--- src/olc_cfg.svh ---
// register map, field positions, function codes and timing of the output logic combiner
`ifndef OLC_CFG_SVH
`define OLC_CFG_SVH

`define OLC_ADDR_W 8
`define OLC_REG_UNIT_FIRST 8'h00
`define OLC_REG_UNIT_LAST 8'h14
`define OLC_REG_TERM_A 8'h18
`define OLC_REG_TERM_B 8'h1c
`define OLC_REG_COMM 8'h20
`define OLC_REG_TIMEOUT 8'h24
`define OLC_REG_STATUS 8'h28
`define OLC_REG_IRQ_STAT 8'h2c
`define OLC_REG_IRQ_MASK 8'h30
`define OLC_REG_LIFE 8'h34

`define OLC_F_A_LSB 0
`define OLC_F_B_LSB 8
`define OLC_F_OP_LSB 16
`define OLC_SEL_STRIDE 8
`define OLC_F_FANCTL_LSB 8
`define OLC_F_OUTS_LSB 16
`define OLC_F_CL_BIT 8
`define OLC_F_FD_BIT 9
`define OLC_LIFE_CAP_BIT 0
`define OLC_LIFE_FAN_BIT 1

`define OLC_OP_AND 2'h0
`define OLC_OP_OR 2'h1
`define OLC_OP_XOR 2'h2
`define OLC_CODE_MAX 6'h38
`define OLC_CODE_COMM_LOSS 6'h20
`define OLC_CODE_LOG_FIRST 6'h21
`define OLC_CODE_LOG_LAST 6'h26
`define OLC_CODE_CAP_LIFE 6'h27
`define OLC_CODE_FAN_DROP 6'h28
`define OLC_FAN_SUPPRESS 2'h1
`define OLC_FAN_NUM 18'h00003
`define OLC_FAN_DEN 18'h00004

`define OLC_CLK_NS 40
`define OLC_TICK_NS 10000000
`define OLC_TIMEOUT_MAX 14'h270f

`define OLC_RESP_OKAY 2'h0
`define OLC_RESP_SLVERR 2'h2

`endif

--- src/olc_pkg.sv ---
// types of the output logic combiner
package olc_pkg;

  typedef struct packed {
    logic [1:0] op;
    logic [5:0] b;
    logic [5:0] a;
  } olc_unit_cfg_t;

  typedef struct packed {
    logic aw_full;
    logic w_full;
    logic [7:0] awaddr;
    logic [31:0] wdata;
    logic [3:0] wstrb;
    logic bvalid;
    logic [1:0] bresp;
    logic rvalid;
    logic [31:0] rdata;
    logic [1:0] rresp;
  } olc_axi_t;

  typedef struct packed {
    olc_unit_cfg_t [5:0] unit;
    logic [5:0][5:0] out_sel;
    logic modbus_rtu;
    logic [1:0] fan_ctl;
    logic [13:0] timeout_limit;
    logic [23:0] tick_cnt;
    logic [13:0] timeout_cnt;
    logic comm_loss;
    logic fan_drop;
    logic [5:0] results;
    logic [5:0] outs;
    logic [1:0] irq_status;
    logic [1:0] irq_mask;
    olc_axi_t axi;
  } olc_state_t;

endpackage

--- src/olc_combiner.sv ---
// output signal logic combiner: six logic units, output routing, comm-loss and fan-drop flags
//
// The register offsets and the AXI4-Lite slave port were left to the implementer.
`include "olc_cfg.svh"

// Summary of operation
// - six units, each combining two operands
// - operator 00 AND, 01 OR, 02 XOR
// - logic results never feed back as operands
// - operand codes 00 through 56 select status
// - each unit has its own three settings
// - codes 33..38 route results one to six
// - five terminals and relay route independently
// - comm-loss only when Modbus RTU selected
// - timeout sets comm-loss until next data
// - timeout limit 0.00 to 99.99 seconds
// - code 32 routes comm-loss flag
// - fan flag below about 75 percent speed
// - fan control 01 suppresses fan flag
// - code 40 routes fan drop flag
// - fan flag readable in life-check monitor
// - capacitor life warning never generated
module olc_combiner #(
  parameter int TICK_CYCLES = `OLC_TICK_NS / `OLC_CLK_NS
) (
  // clock and reset
  input wire logic aclk,
  input wire logic aresetn,
  // axi4-lite write address
  input wire logic [7:0] awaddr,
  input wire logic [2:0] awprot,
  input wire logic awvalid,
  output logic awready,
  // axi4-lite write data
  input wire logic [31:0] wdata,
  input wire logic [3:0] wstrb,
  input wire logic wvalid,
  output logic wready,
  // axi4-lite write response
  output logic [1:0] bresp,
  output logic bvalid,
  input wire logic bready,
  // axi4-lite read address
  input wire logic [7:0] araddr,
  input wire logic [2:0] arprot,
  input wire logic arvalid,
  output logic arready,
  // axi4-lite read data
  output logic [31:0] rdata,
  output logic [1:0] rresp,
  output logic rvalid,
  input wire logic rready,
  // drive status signals, indexed by function code
  input wire logic [56:0] status_in,
  // serial reception and fan sensing
  input wire logic rx_data_strobe,
  input wire logic [15:0] fan_speed,
  input wire logic [15:0] fan_nominal,
  // routed outputs
  output logic [4:0] terminal_out,
  output logic relay_out,
  output logic irq
);

  olc_pkg::olc_state_t s;
  olc_pkg::olc_state_t n;

  // operand pick: result codes read as zero so no loop can form
  function automatic logic pick_operand(input logic [5:0] code, input logic [56:0] st,
                                        input logic cl, input logic fd);
    logic v;
    v = 1'b0;
    if (code > `OLC_CODE_MAX) begin
      v = 1'b0;
    end else if (code >= `OLC_CODE_LOG_FIRST && code <= `OLC_CODE_LOG_LAST) begin
      v = 1'b0;
    end else if (code == `OLC_CODE_COMM_LOSS) begin
      v = cl;
    end else if (code == `OLC_CODE_FAN_DROP) begin
      v = fd;
    end else if (code == `OLC_CODE_CAP_LIFE) begin
      v = 1'b0;
    end else begin
      v = st[code];
    end
    return v;
  endfunction

  // output pick adds the six unit results to the operand set
  function automatic logic pick_output(input logic [5:0] code, input logic [56:0] st,
                                       input logic cl, input logic fd, input logic [5:0] res);
    logic v;
    logic [5:0] idx;
    idx = code - `OLC_CODE_LOG_FIRST;
    if (code >= `OLC_CODE_LOG_FIRST && code <= `OLC_CODE_LOG_LAST) begin
      v = res[idx[2:0]];
    end else begin
      v = pick_operand(code, st, cl, fd);
    end
    return v;
  endfunction

  function automatic logic combine(input logic [1:0] op, input logic x, input logic y);
    logic v;
    case (op)
      `OLC_OP_AND: v = x & y;
      `OLC_OP_OR: v = x | y;
      `OLC_OP_XOR: v = x ^ y;
      // reserved operator code drives a steady low rather than guessing
      default: v = 1'b0;
    endcase
    return v;
  endfunction

  function automatic logic [31:0] merge(input logic [31:0] old, input logic [31:0] d, input logic [3:0] be);
    logic [31:0] v;
    v = old;
    for (int i = 0; i < 4; i++) begin
      if (be[i]) begin
        v[i*8 +: 8] = d[i*8 +: 8];
      end
    end
    return v;
  endfunction

  function automatic logic mapped(input logic [7:0] a);
    return a[1:0] == 2'h0 && a <= `OLC_REG_LIFE;
  endfunction

  function automatic logic unit_reg(input logic [7:0] a);
    return a <= `OLC_REG_UNIT_LAST;
  endfunction

  function automatic logic [2:0] unit_of(input logic [7:0] a);
    return a[4:2];
  endfunction

  // unmapped or misaligned words answer with a slave error
  function automatic logic [1:0] resp_of(input logic [7:0] a);
    return mapped(a) ? `OLC_RESP_OKAY : `OLC_RESP_SLVERR;
  endfunction

  function automatic logic tick_wrap(input logic [23:0] cnt);
    return cnt >= 24'(TICK_CYCLES - 1);
  endfunction

  // only the low 14 bits are used; if those bits exceed 9999 (99.99 s) the limit saturates there
  function automatic logic [13:0] clamp_limit(input logic [31:0] d);
    logic [13:0] v;
    if (d[13:0] > `OLC_TIMEOUT_MAX) begin
      v = `OLC_TIMEOUT_MAX;
    end else begin
      v = d[13:0];
    end
    return v;
  endfunction

  function automatic olc_pkg::olc_unit_cfg_t unit_from_word(input logic [31:0] d);
    olc_pkg::olc_unit_cfg_t c;
    c.a = d[`OLC_F_A_LSB +: 6];
    c.b = d[`OLC_F_B_LSB +: 6];
    c.op = d[`OLC_F_OP_LSB +: 2];
    return c;
  endfunction

  // current register image, shared by reads and by byte-merged writes
  function automatic logic [31:0] reg_image(input olc_pkg::olc_state_t st, input logic [7:0] a);
    logic [31:0] v;
    logic [2:0] u;
    v = 32'h0;
    u = unit_of(a);
    if (unit_reg(a)) begin
      v[`OLC_F_A_LSB +: 6] = st.unit[u].a;
      v[`OLC_F_B_LSB +: 6] = st.unit[u].b;
      v[`OLC_F_OP_LSB +: 2] = st.unit[u].op;
    end else begin
      case (a)
        `OLC_REG_TERM_A: begin
          for (int i = 0; i < 4; i++) begin
            v[i*`OLC_SEL_STRIDE +: 6] = st.out_sel[i];
          end
        end
        `OLC_REG_TERM_B: begin
          v[0 +: 6] = st.out_sel[4];
          v[`OLC_SEL_STRIDE +: 6] = st.out_sel[5];
        end
        `OLC_REG_COMM: begin
          v[0] = st.modbus_rtu;
          v[`OLC_F_FANCTL_LSB +: 2] = st.fan_ctl;
        end
        `OLC_REG_TIMEOUT: v[13:0] = st.timeout_limit;
        `OLC_REG_STATUS: begin
          v[5:0] = st.results;
          v[`OLC_F_CL_BIT] = st.comm_loss;
          v[`OLC_F_FD_BIT] = st.fan_drop;
          v[`OLC_F_OUTS_LSB +: 6] = st.outs;
        end
        `OLC_REG_IRQ_STAT: v[1:0] = st.irq_status;
        `OLC_REG_IRQ_MASK: v[1:0] = st.irq_mask;
        `OLC_REG_LIFE: begin
          v[`OLC_LIFE_CAP_BIT] = 1'b0;
          v[`OLC_LIFE_FAN_BIT] = st.fan_drop;
        end
        default: v = 32'h0;
      endcase
    end
    return v;
  endfunction

  logic do_write;
  logic [31:0] wr_val;
  logic [17:0] fan_lhs;
  logic [17:0] fan_rhs;
  logic [1:0] irq_set;

  // a pending response blocks both channels, so at most one write is in flight
  assign awready = !s.axi.aw_full && !s.axi.bvalid;
  assign wready = !s.axi.w_full && !s.axi.bvalid;
  assign arready = !s.axi.rvalid;
  assign bvalid = s.axi.bvalid;
  assign bresp = s.axi.bresp;
  assign rvalid = s.axi.rvalid;
  assign rdata = s.axi.rdata;
  assign rresp = s.axi.rresp;
  assign terminal_out = s.outs[4:0];
  assign relay_out = s.outs[5];
  assign irq = |(s.irq_status & s.irq_mask);

  always_comb begin
    n = s;
    do_write = s.axi.aw_full && s.axi.w_full && !s.axi.bvalid;
    wr_val = merge(reg_image(s, s.axi.awaddr), s.axi.wdata, s.axi.wstrb);
    fan_lhs = {2'h0, fan_speed} * `OLC_FAN_DEN;
    fan_rhs = {2'h0, fan_nominal} * `OLC_FAN_NUM;
    irq_set = 2'h0;

    // axi write: address and data may arrive in either order
    if (awvalid && awready) begin
      n.axi.aw_full = 1'b1;
      n.axi.awaddr = awaddr;
    end
    if (wvalid && wready) begin
      n.axi.w_full = 1'b1;
      n.axi.wdata = wdata;
      n.axi.wstrb = wstrb;
    end
    if (do_write) begin
      n.axi.aw_full = 1'b0;
      n.axi.w_full = 1'b0;
      n.axi.bvalid = 1'b1;
      n.axi.bresp = resp_of(s.axi.awaddr);
    end
    if (s.axi.bvalid && bready) begin
      n.axi.bvalid = 1'b0;
    end
    if (arvalid && arready) begin
      n.axi.rvalid = 1'b1;
      n.axi.rdata = mapped(araddr) ? reg_image(s, araddr) : 32'h0;
      n.axi.rresp = resp_of(araddr);
    end
    if (s.axi.rvalid && rready) begin
      n.axi.rvalid = 1'b0;
    end

    // logic units: registered once per clock from the live operands
    for (int u = 0; u < 6; u++) begin
      n.results[u] = combine(s.unit[u].op,
                             pick_operand(s.unit[u].a, status_in, s.comm_loss, s.fan_drop),
                             pick_operand(s.unit[u].b, status_in, s.comm_loss, s.fan_drop));
    end
    // outputs use last cycle's results, so a routed result lags its operands by two clocks
    for (int o = 0; o < 6; o++) begin
      n.outs[o] = pick_output(s.out_sel[o], status_in, s.comm_loss, s.fan_drop, s.results);
    end

    // fan drop: compare speed against three quarters of nominal
    n.fan_drop = (fan_lhs < fan_rhs) && (s.fan_ctl != `OLC_FAN_SUPPRESS);

    // reception timeout in 10 ms steps; a zero limit disables the watch
    if (!s.modbus_rtu || s.timeout_limit == 14'h0) begin
      n.tick_cnt = 24'h0;
      n.timeout_cnt = 14'h0;
      n.comm_loss = 1'b0;
    end else if (rx_data_strobe) begin
      // a strobe held high keeps the watch cleared
      n.tick_cnt = 24'h0;
      n.timeout_cnt = 14'h0;
      n.comm_loss = 1'b0;
    end else if (!s.comm_loss) begin
      if (tick_wrap(s.tick_cnt)) begin
        n.tick_cnt = 24'h0;
        n.timeout_cnt = s.timeout_cnt + 14'h1;
        if (n.timeout_cnt >= s.timeout_limit) begin
          n.comm_loss = 1'b1;
        end
      end else begin
        n.tick_cnt = s.tick_cnt + 24'h1;
      end
    end

    // rising edges only: a flag that stays up raises the interrupt once
    irq_set[0] = n.comm_loss && !s.comm_loss;
    irq_set[1] = n.fan_drop && !s.fan_drop;

    // register writes; each unit keeps a private word
    // partial strobes merge into the live image, so untouched fields keep their settings
    if (do_write && mapped(s.axi.awaddr)) begin
      if (unit_reg(s.axi.awaddr)) begin
        n.unit[unit_of(s.axi.awaddr)] = unit_from_word(wr_val);
      end else begin
        case (s.axi.awaddr)
          `OLC_REG_TERM_A: begin
            for (int i = 0; i < 4; i++) begin
              n.out_sel[i] = wr_val[i*`OLC_SEL_STRIDE +: 6];
            end
          end
          `OLC_REG_TERM_B: begin
            n.out_sel[4] = wr_val[0 +: 6];
            n.out_sel[5] = wr_val[`OLC_SEL_STRIDE +: 6];
          end
          `OLC_REG_COMM: begin
            n.modbus_rtu = wr_val[0];
            n.fan_ctl = wr_val[`OLC_F_FANCTL_LSB +: 2];
          end
          `OLC_REG_TIMEOUT: begin
            n.timeout_limit = clamp_limit(wr_val);
          end
          `OLC_REG_IRQ_STAT: n.irq_status = s.irq_status & ~wr_val[1:0];
          `OLC_REG_IRQ_MASK: n.irq_mask = wr_val[1:0];
          default: n.irq_mask = n.irq_mask;
        endcase
      end
    end
    // a new event beats a clear in the same cycle
    n.irq_status = n.irq_status | irq_set;
  end

  always_ff @(posedge aclk) begin
    if (!aresetn) begin
      s <= '0;
    end else begin
      s <= n;
    end
  end

endmodule

--- config.mk ---
export PLATFORM = sky130hd
export DESIGN_NAME = olc_combiner
export DESIGN_NICKNAME = d
export VERILOG_FILES = /design/src/olc_pkg.sv /design/src/olc_combiner.sv
export VERILOG_INCLUDE_DIRS = /design/src
export SDC_FILE = /design/constraint.sdc
export NUM_CORES = 1
export LEC_CHECK = 0
export BUFFER_PORTS_ARGS = -buffer_cell sky130_fd_sc_hd__buf_2
export CORE_ASPECT_RATIO = 0.6
export CORE_MARGIN = 1
export CORE_UTILIZATION = 30
export DETAILED_ROUTE_END_ITERATION = 16
export MAX_ROUTING_LAYER = met4
export REMOVE_ABC_BUFFERS = 1
export SLEW_MARGIN = 25
export SYNTH_ARGS = -nofsm -noshare
export SYNTH_HDL_FRONTEND = slang
export SYNTH_SLANG_ARGS = --single-unit
--- constraint.sdc ---
create_clock -name aclk -period 6.8 [get_ports aclk]
set_clock_uncertainty 0.05 [all_clocks]
set_input_delay 0.68 -clock aclk [delete_from_list [all_inputs] [get_ports aclk]]
set_output_delay 0.68 -clock aclk [all_outputs]
set_load 0.005 [all_outputs]
==> reports/metrics.csv <==
metric,value,unit
Synth Register Bits,263,
clk slew on worst S/H paths,0.07,ns
largest net degree at the start of global routing,96,
worst-skew pair later-pin latency,0.60,ns
Highest Clock Rate,241.4,MHz
"count leader, synth",nand2_1,
CTS max path bufs,3,
drt drc,0,
final wirelength,97540,µm
CTS buffer count,26,
Area after DPL,26050,µm²
Synth Instances,2743,
Fin. Hold Viols,0,
Initial Util,30.48,%
first-pass GRT wire length,143000,µm
Routed Antenna Nets,0,
crit path DAT,4.63,ns
htree depth,1,
Final Setup Violations,0,
Slew Limit Fails,0,
Crit Path Max Fanout,34,
ys async rst share,0,%
hpwl dp,72920,µm
Placer Congestion,0.9963,
Hold/Removal Path Class,input port to register,
Post-Route Setup TNS,0,ns
First-pass DRT Iterations,9,
Slew headroom,24.94,%
Slew @ Worst Pin,1.124,ns
Setup crit start kind,register,
synth cell count leaders,"nand2_1 (383), mux4_2 (310), dfxtp_1 (263)",
grt ovf,0,
layout cell share with drive strength beyond 1,23.74,%
CP Data Required Time,7.29,ns
RSZ-0062 raised after global routing,false,
flop-to-flop setup slack,2.66,ns
clock sink count,263,
"Avg Cell Area, Syn",9.111,µm²
Ys Warns,0,
CTS tree,built,
vias in the first global route,20880,
critical path class,register to register,
Detailed Route Iter0 Violations,3750,
Die ar.,84500,µm²
WL/cell,26.04,µm
row count,81,
CP Capture Type,register,
Synth top area share,27.94,%
outcome,completed,
number of synthesized flops with an enable pin,0,
delay of the slowest critical-path stage,0.87,ns
Slowest cell on crit path,o41a_1,
final instance area,26880,µm²
"Critical Path, Cell by Cell","buf_4, nand2_1, nor3_2, a221o_1, o41a_1, o2111ai_2, o211ai_4, o221a_1",
vias per cell,6.228,
Final nets,2892,
post-synthesis sequential area ratio,21.07,%
Synth area leader,mux4_2,
Die Wd,374.6,µm
# hold bufs at CTS,0,
worst vdd ir,0.1768,mV
Die Ht,225.6,µm
Port Buffers,182,
Layout area overhead,7.565,%
Lkg Pwr,8.584,nW
Setup Buffers After CTS,0,
clk root buf,clkbuf_16,
Synth cell types,100,
fin crit share,60.93,%
Util after Layout,32.79,%
"Top FF cell, synth",dfxtp_1,
ranking of synthesized cells by area,"mux4_2 (28%), dfxtp_1 (21%), nand2_1 (5.8%)",
Via Count,23330,
post-CTS sizing,0,
max-cap viol count,0,
post-synth design cell area,24990,µm²
initial antenna violation count,2,
Core Footprint,81990,µm²
Pwr Density,142.8,nW/µm²
I/O pins,203,
Global Route Usage Sum,23.11,%
fin crit period,4.143,ns
-- per-layer routing --
layer | global-route usage [%] | part of all wire [%]
met4 | 2.631 | 1.2
met5 | - | 0
met1 | 35.06 | 44
met3 | 9.070 | 17
met2 | 28.49 | 37
-- state kept, by name, summed over array words and instances (netlist names) --
name / count
s: 227
rdata: 26
terminal_out: 5
bresp: 1
bvalid: 1
relay_out: 1
rresp: 1
rvalid: 1
-- path summary, 6_finish.rpt --
check | end | start | depth (start not counted)
hold reg to reg | s[54]$_SDFFE_PN0P_ | s[54]$_SDFFE_PN0P_ | 2
setup reg to reg | s[142]$_SDFFE_PN0P_ | s[76]$_SDFFE_PN0P_ | 8
hold / removal | rvalid$_SDFFE_PP0P_ | rready | 2
setup / recovery | s[142]$_SDFFE_PN0P_ | s[76]$_SDFFE_PN0P_ | 8
-- per-stage QoR --
| step | hold WS, ns | setup slack (ns) | cells | total power, mW |
|---|---|---|---|---|
| floorplan | 0.3812 | 1.809 | 2401 | 2.046 |
| global placement | 0.3909 | 2.804 | 3701 | 2.400 |
| detailed placement | 0.3944 | 2.734 | 3701 | 2.406 |
| CTS | 0.1994 | 3.007 | 3743 | 3.818 |
| global route | 0.2200 | 2.694 | 3746 | 3.963 |
| finish | 0.2217 | 2.657 | 3746 | 3.838 |
-- critical path, delay by kind of cell, from the launching register on --
family / cells / cell delay (ns)
compound gates: 5 / 2.13
buf+inv: 1 / 0.56
flops: 1 / 0.56
simple gates: 2 / 0.78
-- logic make-up after synthesis --
family,Yosys count,synth area share [%]
simple gates,889,16.33
compound gates,596,15.89
mux,434,32.97
buf+inv,412,7.239
flops,263,21.07
fa+ha+maj,85,4.286
xor+xnor,63,2.208
other cells,1,0.01501
-- layout make-up --
type / count / area (µm²)
clock inverters: 6 / 52.55
repair buffers: 223 / 1226
fillers: 8436 / 55110
well taps: 1079 / 1350
clock buffers: 36 / 728.2
diodes: 1 / 2.502
multi-input cells: 2075 / 18010
flip-flops and latches: 263 / 5274
inverters: 63 / 241.5
-- where the power goes --
part	switching [mW]	internal, mW	total, mW
sequential	0.0423	1.56	1.61
clock	0.678	0.747	1.42
combinational	0.506	0.300	0.806
total	1.23	2.61	3.84
-- cells in the final DEF, fill, tap and decap left out, types with 13 or more instances in the layout --
cell type	n
o211ai_1	20
a211oi_1	29
xnor2_1	38
mux2_2	13
inv_1	57
dfxtp_1	256
o21ai_1	15
xor2_1	25
a311oi_1	14
buf_4	40
nand3_1	76
nor3_1	39
a31oi_1	18
a221o_1	15
ha_1	84
mux2i_1	111
mux4_2	310
a21oi_1	232
a21o_1	21
nand3b_1	27
clkbuf_16	26
and2_1	15
nand2b_1	19
nor2_1	203
o21ai_0	70
a22oi_1	27
nor4_1	16
nand2_1	383
and3_1	18
nand4_1	21
nor2b_1	18
buf_2	182
(Power assumes the default switching activity.)
